### config.mk
export PLATFORM = sky130hd
export DESIGN_NAME = tpf_ctrl
export DESIGN_NICKNAME = d
export VERILOG_FILES = /design/src/tpf_pkg.sv /design/src/tpf_ctrl.sv
export VERILOG_INCLUDE_DIRS = /design/src
export SDC_FILE = /design/constraint.sdc
export NUM_CORES = 1
export LEC_CHECK = 0
export BUFFER_PORTS_ARGS = -buffer_cell sky130_fd_sc_hd__buf_2
export CORE_MARGIN = 4
export CORE_UTILIZATION = 33
export DETAILED_ROUTE_END_ITERATION = 10
export GPL_ROUTABILITY_DRIVEN = 0
export PLACE_DENSITY_LB_ADDON = 0.1
export SLEW_MARGIN = 15
export SYNTH_ARGS = -nofsm -noshare
export SYNTH_HDL_FRONTEND = slang
export SYNTH_SLANG_ARGS = --single-unit
### constraint.sdc
create_clock -name clk_i -period 3.7 [get_ports clk_i]
set_input_delay 0.74 -clock clk_i [delete_from_list [all_inputs] [get_ports clk_i]]
set_output_delay 0.74 -clock clk_i [all_outputs]
set_load 0.02 [all_outputs]
### src/tpf_params.svh
`ifndef TPF_PARAMS_SVH
`define TPF_PARAMS_SVH
// Bus widths
`define TPF_A_W 36
`define TPF_BC_W 18
// Preset flag offsets
`define TPF_OFS_W 10
`define TPF_OFS_8 10'h008
`define TPF_OFS_16 10'h010
`define TPF_OFS_64 10'h040
// Default offset width is log2 of the smallest depth
`define TPF_DEPTH_LOG2 8
`define TPF_DEPTH_LOG2_MIN 8
`define TPF_DEPTH_LOG2_MAX 10
// Parallel load takes one port A word per offset register
`define TPF_OFS_REGS 4
// Reset values
`define TPF_FLAG_EMPTY 1'b1
`define TPF_OUT_CLR 36'h0
`endif

### src/tpf_pkg.sv
`include "tpf_params.svh"
package tpf_pkg;
   typedef enum logic [1:0] {
      TPF_PRESET = 2'b00,
      TPF_PARALLEL = 2'b01,
      TPF_SERIAL = 2'b10
   } tpf_method_e;

   // Device pins as sampled from outside
   typedef struct packed {
      logic a_clk;
      logic b_clk;
      logic c_clk;
      logic master_reset_one_n_n;
      logic master_reset_two_n_n;
      logic partial_reset_one_n_n;
      logic partial_reset_two_n_n;
      logic sel_hi;
      logic sel_lo;
      logic spm_n;
      logic ets;
      logic b_byte;
      logic c_byte;
      logic a_en;
      logic a_cs_n;
      logic a_wr;
      logic a_mb;
      logic b_ren;
      logic b_mb;
      logic c_wen;
      logic c_mb;
      logic [`TPF_A_W-1:0] a_data;
      logic [`TPF_BC_W-1:0] c_data;
   } tpf_pins_s;

   typedef struct packed {
      tpf_method_e method;
      logic [`TPF_OFS_W-1:0] preset;
      logic big_endian;
      logic fwft;
      logic b_byte;
      logic c_byte;
   } tpf_cfg_s;
endpackage : tpf_pkg
### src/tpf_ctrl.sv
`timescale 1ns/10ps
`include "tpf_params.svh"
// How it works
// [RQ1] Master reset picks preset, parallel or serial
// [RQ2] Serial enable low shifts bit per clock
// [RQ3] Programmer sends 32, 36 or 40 bits
// [RQ4] First bit Y1 MSB, last X2 LSB
// [RQ5] Port A mailbox select routes second mailbox
// [RQ6] Port B mailbox select routes first mailbox
// [RQ7] Port C mailbox select writes second mailbox
// [RQ8] Port A mailbox write drops flag, blocks
// [RQ9] Port B mailbox read or reset raises flag
// [RQ10] Second mailbox flag, same scheme, other ports
// [RQ11] First queue reset clears pointers, B output
// [RQ12] Master reset release latches configuration
// [RQ13] Four A and B edges during reset
// [RQ14] Second queue reset clears pointers, A output
// [RQ15] Second master reset released with first
// [RQ16] Four A and C edges during reset
// [RQ17] Partial reset keeps configuration and offsets
// [RQ18] Port B read needs read enable
// [RQ19] Port C write needs write enable
// [RQ20] Width select high byte, low word
// [RQ21] Serial select low means serial programming
// [RQ22] Port A write select floats outputs
// [RQ23] Port A needs enable and chip select
// [RQ24] Endian in reset, timing mode after
// [RQ25] Fixed decode table for offset selects
module tpf_ctrl #(
   parameter int DEPTH_LOG2 = `TPF_DEPTH_LOG2
) (
   input wire logic clk_i,
   input wire logic srst_i,
   input wire logic port_a_clock_i,
   input wire logic port_b_clock_i,
   input wire logic port_c_clock_i,
   input wire logic master_reset_one_n_i,
   input wire logic master_reset_two_n_i,
   input wire logic partial_reset_one_n_i,
   input wire logic partial_reset_two_n_i,
   input wire logic offset_sel_hi_serial_enable_i,
   input wire logic offset_sel_lo_serial_bit_i,
   input wire logic serial_prog_select_n_i,
   input wire logic endian_timing_select_i,
   input wire logic port_b_width_select_i,
   input wire logic port_c_width_select_i,
   input wire logic port_a_enable_i,
   input wire logic port_a_chip_select_n_i,
   input wire logic port_a_write_not_read_i,
   input wire logic port_a_mailbox_select_i,
   input wire logic port_b_read_enable_i,
   input wire logic port_b_mailbox_select_i,
   input wire logic port_c_write_enable_i,
   input wire logic port_c_mailbox_select_i,
   input wire logic [`TPF_A_W-1:0] port_a_data_i,
   input wire logic [`TPF_BC_W-1:0] port_c_data_i,
   output logic [`TPF_A_W-1:0] port_a_data_o,
   output logic port_a_data_oe_o,
   output logic [`TPF_BC_W-1:0] port_b_data_o,
   output logic first_mailbox_flag_n_o,
   output logic second_mailbox_flag_n_o,
   output tpf_pkg::tpf_cfg_s cfg_o,
   output logic [4*DEPTH_LOG2-1:0] offsets_o,
   output logic a_to_b_queue_ptr_rst_o,
   output logic a_to_b_queue_write_o,
   output logic [`TPF_A_W-1:0] a_to_b_queue_wdata_o,
   output logic a_to_b_queue_read_o,
   input wire logic [`TPF_BC_W-1:0] a_to_b_queue_rdata_i,
   output logic c_to_a_queue_ptr_rst_o,
   output logic c_to_a_queue_write_o,
   output logic [`TPF_BC_W-1:0] c_to_a_queue_wdata_o,
   output logic c_to_a_queue_read_o,
   input wire logic [`TPF_A_W-1:0] c_to_a_queue_rdata_i
);
   localparam int OW = DEPTH_LOG2;
   localparam int SW = 4 * OW;

   if (DEPTH_LOG2 < `TPF_DEPTH_LOG2_MIN || DEPTH_LOG2 > `TPF_DEPTH_LOG2_MAX)
   begin : g_bad_depth
      $error("DEPTH_LOG2 out of range");
   end

   typedef struct packed {
      tpf_pkg::tpf_pins_s s1;
      tpf_pkg::tpf_pins_s s2;
      tpf_pkg::tpf_pins_s s3;
      tpf_pkg::tpf_pins_s f;
      tpf_pkg::tpf_cfg_s cfg;
      logic [SW-1:0] ofs;
      logic [5:0] nbits;
      logic [2:0] par_cnt;
      logic mb1_n;
      logic mb2_n;
      logic [`TPF_BC_W-1:0] first_mailbox;
      logic [`TPF_BC_W-1:0] second_mailbox;
      logic [`TPF_A_W-1:0] a_out;
      logic [`TPF_BC_W-1:0] b_out;
      logic [`TPF_A_W-1:0] a_dout;
      logic [`TPF_BC_W-1:0] b_dout;
      logic q1_rst;
      logic q2_rst;
      logic q1_wr;
      logic q1_rd;
      logic q2_wr;
      logic q2_rd;
      logic [`TPF_A_W-1:0] q1_wdata;
      logic [`TPF_BC_W-1:0] q2_wdata;
   } tpf_state_s;

   tpf_state_s r;
   tpf_state_s next_r;
   tpf_pkg::tpf_pins_s pins;
   tpf_pkg::tpf_pins_s nf;
   logic a_edge, b_edge, c_edge;
   logic master_reset_one_n_rise, master_reset_two_n_rise;
   logic q1_rst, q2_rst;
   logic a_go, a_wr, a_rd, b_go, c_go;
   logic par, par_ld, ser_sh;
   logic mb1_wr, mb1_rd, mb2_wr, mb2_rd;
   logic q1_wr, q1_rd, q2_wr, q2_rd;
   logic [`TPF_OFS_W-1:0] preset_now;

   // Offset-select decode; select lines low pick parallel loading
   function automatic logic [`TPF_OFS_W-1:0] preset_of(input logic hi, input logic lo);
      case ({hi, lo})
         2'b01: preset_of = `TPF_OFS_8;
         2'b10: preset_of = `TPF_OFS_16;
         2'b11: preset_of = `TPF_OFS_64;
         default: preset_of = `TPF_OFS_8;
      endcase
   endfunction : preset_of

   function automatic tpf_pkg::tpf_method_e method_of(input logic spm_n,
                                                      input logic hi, input logic lo);
      if (!spm_n)
         method_of = tpf_pkg::TPF_SERIAL; // [RQ21]
      else if (!hi && !lo)
         method_of = tpf_pkg::TPF_PARALLEL; // [RQ25]
      else
         method_of = tpf_pkg::TPF_PRESET;
   endfunction : method_of

   assign pins = '{
      a_clk: port_a_clock_i, b_clk: port_b_clock_i, c_clk: port_c_clock_i,
      master_reset_one_n_n: master_reset_one_n_i, master_reset_two_n_n: master_reset_two_n_i,
      partial_reset_one_n_n: partial_reset_one_n_i, partial_reset_two_n_n: partial_reset_two_n_i,
      sel_hi: offset_sel_hi_serial_enable_i, sel_lo: offset_sel_lo_serial_bit_i,
      spm_n: serial_prog_select_n_i, ets: endian_timing_select_i,
      b_byte: port_b_width_select_i, c_byte: port_c_width_select_i,
      a_en: port_a_enable_i, a_cs_n: port_a_chip_select_n_i,
      a_wr: port_a_write_not_read_i, a_mb: port_a_mailbox_select_i,
      b_ren: port_b_read_enable_i, b_mb: port_b_mailbox_select_i,
      c_wen: port_c_write_enable_i, c_mb: port_c_mailbox_select_i,
      a_data: port_a_data_i, c_data: port_c_data_i};

   // A pin change counts only once stages two and three agree
   assign nf = tpf_pkg::tpf_pins_s'(((r.s2 ~^ r.s3) & r.s3) | ((r.s2 ^ r.s3) & r.f));

   assign a_edge = nf.a_clk & ~r.f.a_clk;
   assign b_edge = nf.b_clk & ~r.f.b_clk;
   assign c_edge = nf.c_clk & ~r.f.c_clk;
   assign master_reset_one_n_rise = nf.master_reset_one_n_n & ~r.f.master_reset_one_n_n;
   assign master_reset_two_n_rise = nf.master_reset_two_n_n & ~r.f.master_reset_two_n_n;
   assign q1_rst = ~nf.master_reset_one_n_n | ~nf.partial_reset_one_n_n; // [RQ11]
   assign q2_rst = ~nf.master_reset_two_n_n | ~nf.partial_reset_two_n_n; // [RQ14]

   assign a_go = a_edge & nf.a_en & ~nf.a_cs_n; // [RQ23]
   assign a_wr = a_go & nf.a_wr; // [RQ22]
   assign a_rd = a_go & ~nf.a_wr;
   assign par = (r.cfg.method == tpf_pkg::TPF_PARALLEL) && (r.par_cnt != 3'(`TPF_OFS_REGS));
   assign par_ld = a_wr & ~nf.a_mb & par & nf.master_reset_one_n_n;
   assign mb1_wr = a_wr & nf.a_mb & r.mb1_n & ~q1_rst; // [RQ8]
   assign q1_wr = a_wr & ~nf.a_mb & ~par & ~q1_rst;
   assign mb2_rd = a_rd & nf.a_mb; // [RQ5]
   assign q2_rd = a_rd & ~nf.a_mb & ~q2_rst;
   assign b_go = b_edge & nf.b_ren; // [RQ18]
   assign mb1_rd = b_go & nf.b_mb; // [RQ9]
   assign q1_rd = b_go & ~nf.b_mb & ~q1_rst;
   assign c_go = c_edge & nf.c_wen; // [RQ19]
   assign mb2_wr = c_go & nf.c_mb & r.mb2_n & ~q2_rst; // [RQ7] [RQ10]
   assign q2_wr = c_go & ~nf.c_mb & ~q2_rst;
   assign preset_now = preset_of(r.f.sel_hi, r.f.sel_lo);
   // Shifting stops at a full image so stray edges cannot shuffle it
   assign ser_sh = (r.cfg.method == tpf_pkg::TPF_SERIAL) && (r.nbits != 6'(SW))
                   && nf.master_reset_one_n_n && a_edge && !nf.sel_hi; // [RQ2] [RQ3]

   always_comb
   begin
      next_r = r;
      next_r.s1 = pins;
      next_r.s2 = r.s1;
      next_r.s3 = r.s2;
      next_r.f = nf;
      if (!nf.master_reset_one_n_n)
      begin
         next_r.nbits = '0;
         next_r.par_cnt = '0;
      end
      if (master_reset_one_n_rise)
      begin
         next_r.cfg.method = method_of(r.f.spm_n, r.f.sel_hi, r.f.sel_lo); // [RQ1] [RQ12]
         next_r.cfg.preset = preset_of(r.f.sel_hi, r.f.sel_lo);
         next_r.cfg.big_endian = r.f.ets; // [RQ24]
         next_r.cfg.b_byte = r.f.b_byte; // [RQ20]
         next_r.cfg.c_byte = r.f.c_byte;
         if (method_of(r.f.spm_n, r.f.sel_hi, r.f.sel_lo) == tpf_pkg::TPF_PRESET)
            next_r.ofs[SW-1:2*OW] = {2{preset_now[OW-1:0]}};
      end
      // Second queue offsets are set on its own release
      if (master_reset_two_n_rise && method_of(r.f.spm_n, r.f.sel_hi, r.f.sel_lo) == tpf_pkg::TPF_PRESET)
         next_r.ofs[2*OW-1:0] = {2{preset_now[OW-1:0]}}; // [RQ15]
      if (nf.master_reset_one_n_n)
         next_r.cfg.fwft = ~nf.ets; // [RQ24]
      if (ser_sh)
      begin
         next_r.ofs = {r.ofs[SW-2:0], nf.sel_lo}; // [RQ4]
         next_r.nbits = r.nbits + 6'h1;
      end
      else if (par_ld)
      begin
         next_r.ofs = {r.ofs[SW-OW-1:0], nf.a_data[OW-1:0]};
         next_r.par_cnt = r.par_cnt + 3'h1;
      end
      // Hardware set of a flag wins over a read in the same cycle
      if (q1_rst)
         next_r.mb1_n = `TPF_FLAG_EMPTY; // [RQ9]
      else if (mb1_wr)
      begin
         next_r.first_mailbox = nf.a_data[`TPF_BC_W-1:0];
         next_r.mb1_n = 1'b0; // [RQ8]
      end
      else if (mb1_rd)
         next_r.mb1_n = 1'b1; // [RQ9]
      if (q2_rst)
         next_r.mb2_n = `TPF_FLAG_EMPTY; // [RQ10]
      else if (mb2_wr)
      begin
         next_r.second_mailbox = nf.c_data;
         next_r.mb2_n = 1'b0; // [RQ10]
      end
      else if (mb2_rd)
         next_r.mb2_n = 1'b1; // [RQ10]
      if (q1_rst)
         next_r.b_out = '0; // [RQ11]
      else if (q1_rd)
         next_r.b_out = a_to_b_queue_rdata_i;
      if (q2_rst)
         next_r.a_out = `TPF_OUT_CLR; // [RQ14]
      else if (q2_rd)
         next_r.a_out = c_to_a_queue_rdata_i;
      next_r.b_dout = nf.b_mb ? r.first_mailbox : r.b_out; // [RQ6]
      next_r.a_dout = nf.a_mb ? {{(`TPF_A_W-`TPF_BC_W){1'b0}}, r.second_mailbox} : r.a_out; // [RQ5]
      next_r.q1_rst = q1_rst;
      next_r.q2_rst = q2_rst;
      next_r.q1_wr = q1_wr;
      next_r.q1_rd = q1_rd;
      next_r.q2_wr = q2_wr;
      next_r.q2_rd = q2_rd;
      if (q1_wr)
         next_r.q1_wdata = nf.a_data;
      if (q2_wr)
         next_r.q2_wdata = nf.c_data;
   end

   // Filtered pins start low, so both resets look active until pins settle
   always_ff @(posedge clk_i)
   begin
      if (srst_i)
      begin
         r <= '0;
         r.mb1_n <= `TPF_FLAG_EMPTY;
         r.mb2_n <= `TPF_FLAG_EMPTY;
         // Chip select starts idle so port A is not driven straight out of reset
         r.s1.a_cs_n <= 1'b1;
         r.s2.a_cs_n <= 1'b1;
         r.s3.a_cs_n <= 1'b1;
         r.f.a_cs_n <= 1'b1;
      end
      else
         r <= next_r;
   end

   assign port_a_data_o = r.a_dout;
   assign port_a_data_oe_o = ~r.f.a_cs_n & ~r.f.a_wr; // [RQ22]
   assign port_b_data_o = r.b_dout;
   assign first_mailbox_flag_n_o = r.mb1_n;
   assign second_mailbox_flag_n_o = r.mb2_n;
   assign cfg_o = r.cfg;
   assign offsets_o = r.ofs;
   assign a_to_b_queue_ptr_rst_o = r.q1_rst;
   assign a_to_b_queue_write_o = r.q1_wr;
   assign a_to_b_queue_wdata_o = r.q1_wdata;
   assign a_to_b_queue_read_o = r.q1_rd;
   assign c_to_a_queue_ptr_rst_o = r.q2_rst;
   assign c_to_a_queue_write_o = r.q2_wr;
   assign c_to_a_queue_wdata_o = r.q2_wdata;
   assign c_to_a_queue_read_o = r.q2_rd;
endmodule : tpf_ctrl

== Yosys cells after proc, flatten, opt, wreduce, memory -nomap -nowiden ==
Cells that the tools add are included.

* Flip-flop bits (word level): 563
* Latch bits: 0
* RAM bits: 0
* Bits in read-only memories: 0
* Input port bits: 131
* Output and inout bits: 165
* Memories: 0

* Add/subtract/negate cells: 2
* Multipliers: 0
* Divide/modulo/power cells: 0
* Order comparisons: 0
* Eq/ne operators: 7
* Shift operators: 0
* Mux-type cells: 19
* Bitwise logic cells: 58
* Reductions and logical operators: 23

{| class="wikitable"
|+ Operators by type and width
! cell !! count
|-
| $and A75 B75 Y75 || 2
|-
| $or A75 B75 Y75 || 1
|-
| $xnor A75 B75 Y75 || 1
|-
| $xor A75 B75 Y75 || 1
|-
| $mux W32 || 2
|-
| $mux W16 || 3
|-
| $mux W18 || 2
|-
| $and A1 B1 Y1 || 31
|-
| $not A1 Y1 || 20
|-
| $pmux W7 S2 || 1
|-
| $mux W9 || 1
|-
| $reduce_bool A3 Y1 || 3
|-
| $logic_and A1 B1 Y1 || 7
|-
| $add A6 B1 Y6 const B || 1
|-
| $eq A2 B2 Y1 const B || 3
|-
| $mux W3 || 2
|-
| $mux W6 || 1
|-
| $ne A6 B6 Y1 const B || 1
|-
| $reduce_and A2 Y1 || 3
|-
| $reduce_or A2 Y1 || 3
|-
| $mux W1 || 5
|-
| $logic_not A2 Y1 || 2
|-
| $mux W2 || 2
|-
| $reduce_bool A2 Y1 || 2
|-
| other kinds (6) || 9
|}

== Longest topological paths before layout ==
Gate-level depths: netlist of the first run.

* Word-level depth: 12
* Gate-level depth with buffers: 9
* Gate-level depth less buffers: 7

== Worst setup path after synthesis of the first run ==
Ideal clock, no wire load.

* Path type: register -> register
* Start point: register r[397] in the netlist's numbering
* End point: register r, in the netlist offsets_o[11]
* Setup time: 146 ps
* Arrival: 1900 ps
* Setup slack: 1654 ps
* Cell stages (with the launch flop): 8
* Period minus slack after synthesis: 2046 ps
* Cells stage by stage: dfxtp_1 > ha_1 > a21oi_1 > nor4b_4 > and2_0 > clkbuf_1 > nor3_1 > a221oi_1

* Longest elaborated chain between the ends: 9
* Elaborated cells between the ends (all ways): 12
* Those cells by class: mux: 2; bitwise: 9; reduce/logical: 1

{| class="wikitable"
|+ Ends and longest elaborated chain
! item !! line !! source
|-
| from (decl) || tpf_ctrl.sv:110 || <nowiki>tpf_state_s r;</nowiki>
|-
| from (signal assigned) || tpf_ctrl.sv:280 || <nowiki>r <= next_r;</nowiki>
|-
| $xnor A75 B75 Y75 or $xor A75 B75 Y75 (tied branches) || tpf_ctrl.sv:157 || <nowiki>assign nf = tpf_pkg::tpf_pins_s'(((r.s2 ~^ r.s3) & r.s3) | ((r.s2 ^ r.s3) & r.f));</nowiki>
|-
| $and A75 B75 Y75 || tpf_ctrl.sv:157 ||
|-
| $or A75 B75 Y75 * || tpf_ctrl.sv:157 ||
|-
| $and A1 B1 Y1 * || tpf_ctrl.sv:168 || <nowiki>assign a_wr = a_go & nf.a_wr;</nowiki>
|-
| $and A1 B1 Y1 * (3 in a row) || tpf_ctrl.sv:171 || <nowiki>assign par_ld = a_wr & ~nf.a_mb & par & nf.master_reset_one_n_n;</nowiki>
|-
| $mux W32 || tpf_ctrl.sv:219 || <nowiki>else if (par_ld)</nowiki>
|-
| $mux W32 || tpf_ctrl.sv:214 || <nowiki>if (ser_sh)</nowiki>
|}

Every way passes the cells marked *; elsewhere a longest branch is shown, timed or not.
A chain may end at the register's enable or synchronous reset.

== Worst setup path in the final report of the first run ==
* Start point: register r[396] in the netlist's numbering
* End point: register r, in the netlist offsets_o[27]

* Longest elaborated chain between the ends: 9
* Elaborated cells between the ends (all ways): 14
* Those cells by class: mux: 2; bitwise: 9; reduce/logical: 3

{| class="wikitable"
|+ Ends and longest elaborated chain
! item !! line
|-
| $xnor A75 B75 Y75 or $xor A75 B75 Y75 (tied branches) || tpf_ctrl.sv:157
|-
| $and A75 B75 Y75 || tpf_ctrl.sv:157
|-
| $or A75 B75 Y75 * || tpf_ctrl.sv:157
|-
| $not A1 Y1 * || tpf_ctrl.sv:171
|-
| $and A1 B1 Y1 * (3 in a row) || tpf_ctrl.sv:171
|-
| $reduce_bool A3 Y1 (no source line) or $mux W32 (tied branches) || n/a
|-
| $reduce_and A2 Y1 (no source line) or $mux W32 (tied branches) || n/a
|}

Marks and branches as above.

==> run metrics, run 1 <==
Synth warnings=0; # nets final=2277; FP Rows=88; gr usage total=0.137; critical path class=flop to flop; crit-path max FO=20; Slew Viols, Final=0; slowest cell on the critical path=and2_0; clock buffer depth=3; CP delay by family, top=simple AND/OR/NAND/NOR gates; main flop type after synthesis=dfxtp_1; setup bufs post-CTS=0; crit share post-route=0.763; critical hold path startpoint=port_a_data_i[33]; DRT antenna net count=0; post_cts resized=0; Buf/Inv on CP=2; FF+latch area=11100 um^2; DR iter-0 viols=677; synthesized area per cell=9.90 um^2; CTS tree=yes; setup TNS=0 ns; Worst path depth=8; crit path from=r[396]; Final Cell Area=22500 um^2; Clock transition at path regs=0.06 ns; PortBufs=288; Leak=0.00925 uW; largest net degree at the start of global routing=129; worst r2r src=r[396]; Clk Tree Root Cell=clkbuf_16; internal power=10000 uW; CP Cell Sequence=ha_1 > a21oi_2 > buf_4 > and4_1 > and2_0 > buf_4 > a22oi_1 > a221oi_1; Starting Density=0.335; Final setup viols=0; Slew @ Worst Pin=1.13 ns; part of the power in the clock network=0.488; multi-input logic area=6640 um^2; Net Sw Power=2540 uW; peak per-stage delay on the critical path=0.55 ns; PwrDens=557 nW/um^2; H-tree Lvls=2; depth of the worst hold-timing path=2; synth unique cells=48; vias in the first global route=12.8k; clk_lat worst skew=0.60 ns; Die Height=250 um; Reg2Reg Setup Slack=0.88 ns; Final Core Density=0.389; WL final=44.1 mm; Hold WC Path Type=input pin to flop; Comb power frac=0.024; Placeable Area=57900 um^2; Fillers=5860; area grow syn2layout=16.0%; drt via density=4.46; Num CTS Buffers=59; gr ovfl total=0; Seq/Total Area, Yosys=0.574; Via Count=12.9k; clk_skew=0.0152 ns; Cell Area, Placed=20400 um^2; width of the die=250 um; R2R depth=8; most used cell, CP=buf_4; Hold Buf Count CTS=0; routed len/inst=15.3 um; die area=62700 um^2; # DRC=0; Fin. Hold Viols=0; #FFs+latches synth=556; Slew headroom=0.248; first-pass GRT wire length=70.1 mm; Worst Setup End Kind=flop; CP arrival=3.32 ns; Post-synth EDFFs=0; Sw Share=0.202; layout cell share with drive strength beyond 1=0.197; Gate Count Post-Synth=1959; outcome=finished, final reports clean; initial antenna violation count=4; Synth async-reset ratio=0; Detailed Place HPWL=30.5 mm; unrepaired setup endpoints after global routing=false; area of the mapped netlist=19400 um^2; Max-Cap Viols=0; max frequency=354 MHz; Worst EP required=4.20 ns; sequential group share of total power=0.488; DR pass1 iterations=4; Peak VDD IR=0.336 mV; critical path launch point type=flop; Final Critical Period=2.82 ns; clock tree sinks=556; Ports=296
[path summary, 6_finish.rpt]
kind,end
setup / recovery,offsets_o[27]
hold / removal,next_r[464]
setup reg to reg,offsets_o[27]
hold reg to reg,next_r[398]
[area by class of cell]
class | count | share of cell area
repair buffers | 307 | 0.0731
clock inverters | 16 | 0.0103
clock buffers | 93 | 0.0812
well taps | 765 | 0.0425
diodes | 1 | 0.000111
flip-flops and latches | 556 | 0.495
multi-input cells | 1125 | 0.295
inverters | 18 | 0.00300
[per-layer routing]
layer  up-vias  routed length, um  GRT usage
met5         -                 13          0
met4         2               1030     0.0430
met3        69               2870     0.0385
met2       296              19700      0.218
met1      5940              20400      0.181
li1       6551                  -          -
[cells in the final DEF (no fill, tap or decap), types with 5 or more instances in the layout]
cell       Yosys  final
a222oi_1      10     10
a221oi_1      13     13
dfxtp_1      556    556
inv_1         17     17
nand2_1      202    202
nand2b_1      14     14
clkbuf_1      86     14
buf_2         13    287
nor2b_1      229    229
a22oi_1       14     14
conb_1         1      7
o22ai_1        9      9
xor2_1         5      5
a211oi_1      92     92
clkbuf_16      0     61
bufinv_16      0      6
and2_1        20     20
a2bb2oi_1      7      7
clkbuf_8       0     18
clkinv_2       0      9
a21oi_1      171    169
nor2_1       200    200
buf_4        156     15
ha_1          79     79
nand3_1        6      6
a21o_1         5      5
[Yosys cell counts, types with 13 or more instances]
cell type	instances	area share
dfxtp_1	556	0.57
nor2b_1	229	0.074
nand2_1	202	0.039
nor2_1	200	0.039
a21oi_1	171	0.044
buf_4	156	0.060
a211oi_1	92	0.036
clkbuf_1	86	0.017
ha_1	79	0.051
and2_1	20	0.0065
inv_1	17	0.0033
a22oi_1	14	0.0054
nand2b_1	14	0.0045
a221oi_1	13	0.0059
buf_2	13	0.0034
[registers in the layout, indices dropped and copies added, names as in the netlist]
register	count
cfg_o	9
c_to_a_queue_read_o	1
a_to_b_queue_ptr_rst_o	1
c_to_a_queue_wdata_o	18
first_mailbox_flag_n_o	1
port_b_data_o	18
a_to_b_queue_write_o	1
next_r	150
r	249
a_to_b_queue_wdata_o	36
second_mailbox_flag_n_o	1
port_a_data_o	36
a_to_b_queue_read_o	1
offsets_o	32
c_to_a_queue_write_o	1
c_to_a_queue_ptr_rst_o	1
[metrics by stage]
stage / instances / setup WS [ns] / hold slack (ns) / total power, uW
floorplan: 1965 / 1.65 / 0.389 / 6430
global placement: 2771 / 0.945 / 0.416 / 6550
detailed placement: 2771 / 0.891 / 0.403 / 6560
CTS: 2880 / 0.872 / 0.293 / 12800
global route: 2881 / 0.615 / 0.311 / 13100
finish: 2881 / 0.876 / 0.348 / 12500
[cell families after synthesis]
logic type	share of synthesized area
simple gates	0.175
flops	0.574
compound gates	0.109
buf+inv	0.0860
fa+ha+maj	0.0510
xor+xnor	0.00361
mux	0.00103
other cells	0.000193
[power by group through the flow]
stage	registers [uW]	clock network, uW	logic (uW)
after global placement	6250	0	302
after global routing	6130	6590	338
after CTS	6120	6360	306
after floorplan	6250	0	185
after detailed placement	6250	0	305
final	6120	6120	295
Power figures use the tool's default switching activity.
==> inputs of run 2 (changes only) <==
Clock period 3.7 ns to 2.4 ns, I/O delays scaled along.
==> run metrics, run 2 (synthesis results as in run 1) <==
gr usage total=0.135; largest net degree at the start of global routing=183; H-tree Lvls=2; # nets final=2289; initial antenna violation count=5; slowest cell on the critical path=nor4b_4; setup bufs post-CTS=0; part of the power in the clock network=0.471; PortBufs=288; sequential group share of total power=0.504; FP Rows=88; Sw Share=0.210; critical path class=flop to flop; Largest register FFs=249; WL final=43.9 mm; clock tree sinks=556; Largest Register=r; Num CTS Buffers=59; gr ovfl total=0; Final Critical Period=2.26 ns; unrepaired setup endpoints after global routing=true; Detailed Place HPWL=30.1 mm; Final Cell Area=22500 um^2; crit share post-route=0.943; Fin. Hold Viols=0; Placeable Area=57900 um^2; drt via density=4.45; Comb power frac=0.024; Cell Area, Placed=20600 um^2; CP Cell Sequence=ha_1 > a21oi_1 > nor4b_4 > nand2_1 > o22a_1 > a221oi_1; outcome=finished, final reports clean; Slew headroom=0.330; routed len/inst=15.2 um; Worst EP required=2.89 ns; Slew Viols, Final=0; peak per-stage delay on the critical path=0.44 ns; DR iter-0 viols=642; commonest non-fill, non-tap cell in the layout=dfxtp_1; critical path launch point type=flop; Hold Slack=0.0719 ns; Slew @ Worst Pin=1.00 ns; Max-Cap Viols=0; crit-path max FO=9; Fillers=5964; # DRC=0; Final setup viols=0; Die Height=250 um; Clock transition at path regs=0.06 ns; DR pass1 iterations=5; layout cell share with drive strength beyond 1=0.201; Starting Density=0.335; clk_lat worst skew=0.60 ns; area grow syn2layout=16.1%; clock buffer depth=3; Leak=0.00924 uW; CP delay by family, top=simple AND/OR/NAND/NOR gates; Ports=296; PwrDens=831 nW/um^2; clk_skew=0.0186 ns; max frequency=442 MHz; Peak VDD IR=0.495 mV; Final Core Density=0.389; internal power=14800 uW; width of the die=250 um; vias in the first global route=12.5k; CTS tree=yes; Net Sw Power=3940 uW; Clk Tree Root Cell=clkbuf_16; CP arrival=2.75 ns; Worst Setup End Kind=flop; setup TNS=0 ns; Via Count=12.9k; first-pass GRT wire length=69.4 mm; Hold WC Path Type=input pin to flop; DRT antenna net count=0; die area=62700 um^2; most frequent cells in the layout=dfxtp_1 (556), buf_2 (287), nor2b_1 (229), nand2_1 (202), nor2_1 (200); Buf/Inv on CP=0
## run 2: what timing repair did
item / 4_1_cts / 5_1_grt
gates resized for setup: 1 / 3
setup endpoints to repair: 16 / 43
hold buffers: 0 / 0
## run 2: power groups by stage
stage / registers (uW) / logic, uW / clock network, uW
2_1_floorplan: 9630 / 285 / 0
3_3_place_gp: 9640 / 465 / 0
3_5_place_dp: 9640 / 472 / 0
4_1_cts: 9440 / 474 / 9160
5_1_grt: 9450 / 525 / 9500
6_report: 9440 / 457 / 8820
## run 2: layout make-up
type / count / area (um^2) / share of cell area
clock buffers: 85 / 1690 / 0.0752
clock inverters: 20 / 186 / 0.00828
repair buffers: 319 / 1820 / 0.0809
flip-flops and latches: 556 / 11100 / 0.494
inverters: 18 / 67.6 / 0.00300
multi-input cells: 1125 / 6660 / 0.296
well taps: 765 / 957 / 0.0425
diodes: 2 / 5.00 / 0.000222
## run 2: worst paths after layout
path,start,end,slack (ns),cells past startpoint
setup reg to reg,next_r[397],offsets_o[0],0.14,6
hold / removal,port_a_chip_select_n_i,next_r[473],0.07,2
hold reg to reg,next_r[473],next_r[398],0.43,1
setup / recovery,next_r[397],offsets_o[0],0.14,6
## run 2: stage by stage
step	setup slack [ns]	cells	total power (uW)
floorplan	0.354	1965	9910
global placement	0.0373	2783	10100
detailed placement	-0.0936	2783	10100
CTS	0.0516	2888	19100
global route	-0.0129	2889	19500
finish	0.136	2890	18700
## run 2: layer usage
metal,vias to the layer above,global-route usage,routed length (um)
li1,6557,-,-
met1,5935,0.176,20200
met2,277,0.214,19500
met3,75,0.0440,3150
met4,6,0.0409,978
met5,-,0,39
==> inputs of run 3 (changes only) <==
Settings changed: ABC_AREA set to 1.
Clock period 2.4 ns to 2.65 ns, I/O delays scaled along.
==> run metrics, run 3 <==
ant diodes=0; CTS tree=yes; CP arrival=2.64 ns; Synth async-reset ratio=0; area grow syn2layout=15.6%; H-tree Lvls=2; Largest Register=r; total power=17500 uW; DR pass1 iterations=5; FP Rows=90; clock buffer depth=3; Synth warnings=0; Worst EP required=3.19 ns; PwrDens=755 nW/um^2; first-pass GRT wire length=74.0 mm; Hold WC Path Type=input pin to flop; clock tree sinks=556; Seq/Total Area, Yosys=0.554; Gate Count Post-Synth=2361; Detailed Place HPWL=32.3 mm; Die Height=255 um; internal power=13800 uW; peak per-stage delay on the critical path=0.36 ns; critical path launch point type=flop; crit share post-route=0.795; slowest cell on the critical path=buf_4; part of the power in the clock network=0.485; crit-path max FO=33; Net Sw Power=3690 uW; sequential group share of total power=0.488; Sw Share=0.210; Final Critical Period=2.11 ns; critical path class=flop to flop; Slew Viols, Final=0; Final setup viols=0; count leader, synth=dfxtp_1; Clk Tree Root Cell=clkbuf_16; clk_skew=0.0230 ns; Max-Cap Viols=0; CP Cell Sequence=ha_1 > a21oi_2 > nand3_2 > nor2_4 > nand4_4 > buf_4 > o21ai_0 > nor2_1 > nor2_1; Num CTS Buffers=59; initial antenna violation count=1; max frequency=475 MHz; Worst Setup End Kind=flop; WL final=47.1 mm; DR iter-0 viols=606; Fillers=6220; Slew @ Worst Pin=0.832 ns; Fin. Hold Viols=0; Hold Buf Count CTS=0; commonest non-fill, non-tap cell in the layout=dfxtp_1; layout cell share with drive strength beyond 1=0.172; die area=64900 um^2; area share of the largest cell type after synthesis=0.554; most frequent cells in the layout=dfxtp_1 (556), nor2_1 (521), inv_1 (358), buf_2 (287), a21oi_1 (165); Ports=296; Placeable Area=60200 um^2; PortBufs=288; Largest register FFs=249; gr usage total=0.141; Post-synth EDFFs=0; unrepaired setup endpoints after global routing=false; # DRC=0; Via Count=14.3k; Comb power frac=0.027; synth unique cells=34; clk_lat worst skew=0.61 ns; #FFs+latches synth=556; most used cell, CP=nor2_1; Peak VDD IR=0.526 mV; drt via density=4.33; main flop type after synthesis=dfxtp_1; Clock transition at path regs=0.06 ns; vias in the first global route=13.9k; outcome=finished, final reports clean; Leak=0.0109 uW; Synth area leader=dfxtp_1; Hold Slack=0.117 ns; width of the die=255 um; leading cell types by total area after synthesis=dfxtp_1 (55%), nor2_1 (9.7%), inv_1 (6.7%), buf_4 (6.0%), ha_1 (4.9%); gr ovfl total=0; leading cell types by count after synthesis=dfxtp_1 (556), nor2_1 (521), inv_1 (359); setup TNS=0 ns; Slew headroom=0.445; # nets final=2691; area of the mapped netlist=20100 um^2; post_cts resized=0; synthesized area per cell=8.50 um^2; largest net degree at the start of global routing=117; Starting Density=0.333; setup bufs post-CTS=0; DRT antenna net count=0; routed len/inst=14.2 um
run 3: cell count changes in the layout (fill, tap and decap cells not counted), moves of 10 or more:
cell      before  now
and2_1        20    0
o21ai_1        2   31
inv_2          1   11
inv_1         17  358
a222oi_1      10    0
nand2_1      202  105
a211oi_1      92   38
a22oi_1       14    0
nand4_1        4   34
nor2b_1      229    0
o21ai_0        1  141
a221oi_1      13    0
nand2b_1      14    0
nor2_1       200  521
run 3: worst paths after layout:
kind	start	to	slack [ns]	depth (start not counted)
max	r[398]	offsets_o[26]	0.54	9
min	port_a_data_i[18]	next_r[449]	0.12	3
max reg2reg	r[398]	offsets_o[26]	0.54	9
min reg2reg	next_r[479]	next_r[404]	0.40	2
run 3: cells by family after synthesis:
| family | Yosys count | synth area share |
|---|---|---|
| AO/OA/AOI/OAI | 402 | 0.107 |
| XOR/XNOR | 1 | 0.000436 |
| adder cells (fa/ha/maj) | 79 | 0.0492 |
| buffers and inverters | 634 | 0.150 |
| flip-flops | 556 | 0.554 |
| other | 1 | 0.000187 |
| AND/OR/NAND/NOR | 688 | 0.138 |
run 3: metal layers:
| layer | GRT usage | share of wire | vias up |
|---|---|---|---|
| met3 | 0.0316 | 0.061 | 70 |
| met4 | 0.0415 | 0.021 | 0 |
| met5 | 0 | 0 | - |
| li1 | - | - | 7426 |
| met1 | 0.190 | 0.47 | 6526 |
| met2 | 0.230 | 0.45 | 293 |
run 3: metrics by stage:
step | instances | setup slack, ns | instance area, um^2 | utilization
floorplan | 2367 | 0.960 | 20100 | -
global placement | 3202 | 0.586 | 21200 | 0.352
detailed placement | 3202 | 0.540 | 21200 | 0.352
CTS | 3309 | 0.531 | 23200 | 0.385
global route | 3309 | 0.268 | 23200 | 0.385
finish | 3309 | 0.544 | 23200 | 0.385
run 3: cell type report:
type,count,area (um^2),area share
Clock inverter,21,304,0.0131
Tap cell,782,978,0.0421
Timing Repair Buffer,313,1710,0.0738
Inverter,374,1410,0.0607
Sequential cell,556,11100,0.479
Clock buffer,86,1720,0.0741
Multi-Input combinational cell,1177,5960,0.257
run 3: power by group through the flow:
stage	clock network (uW)	logic [uW]	registers, uW
floorplan	0	283	8730
global placement	0	480	8740
detailed placement	0	486	8740
CTS	8800	488	8560
global route	9140	549	8570
finish	8500	470	8560
run 3: worst max-delay path: cells and delay by family (launching register included):
family	cells	cell delay, ns
and+or+nand+nor	5	0.73
buffers and inverters	1	0.36
DFF	1	0.30
AOI/OAI and AO/OA	2	0.34
adders and majority gates	1	0.30
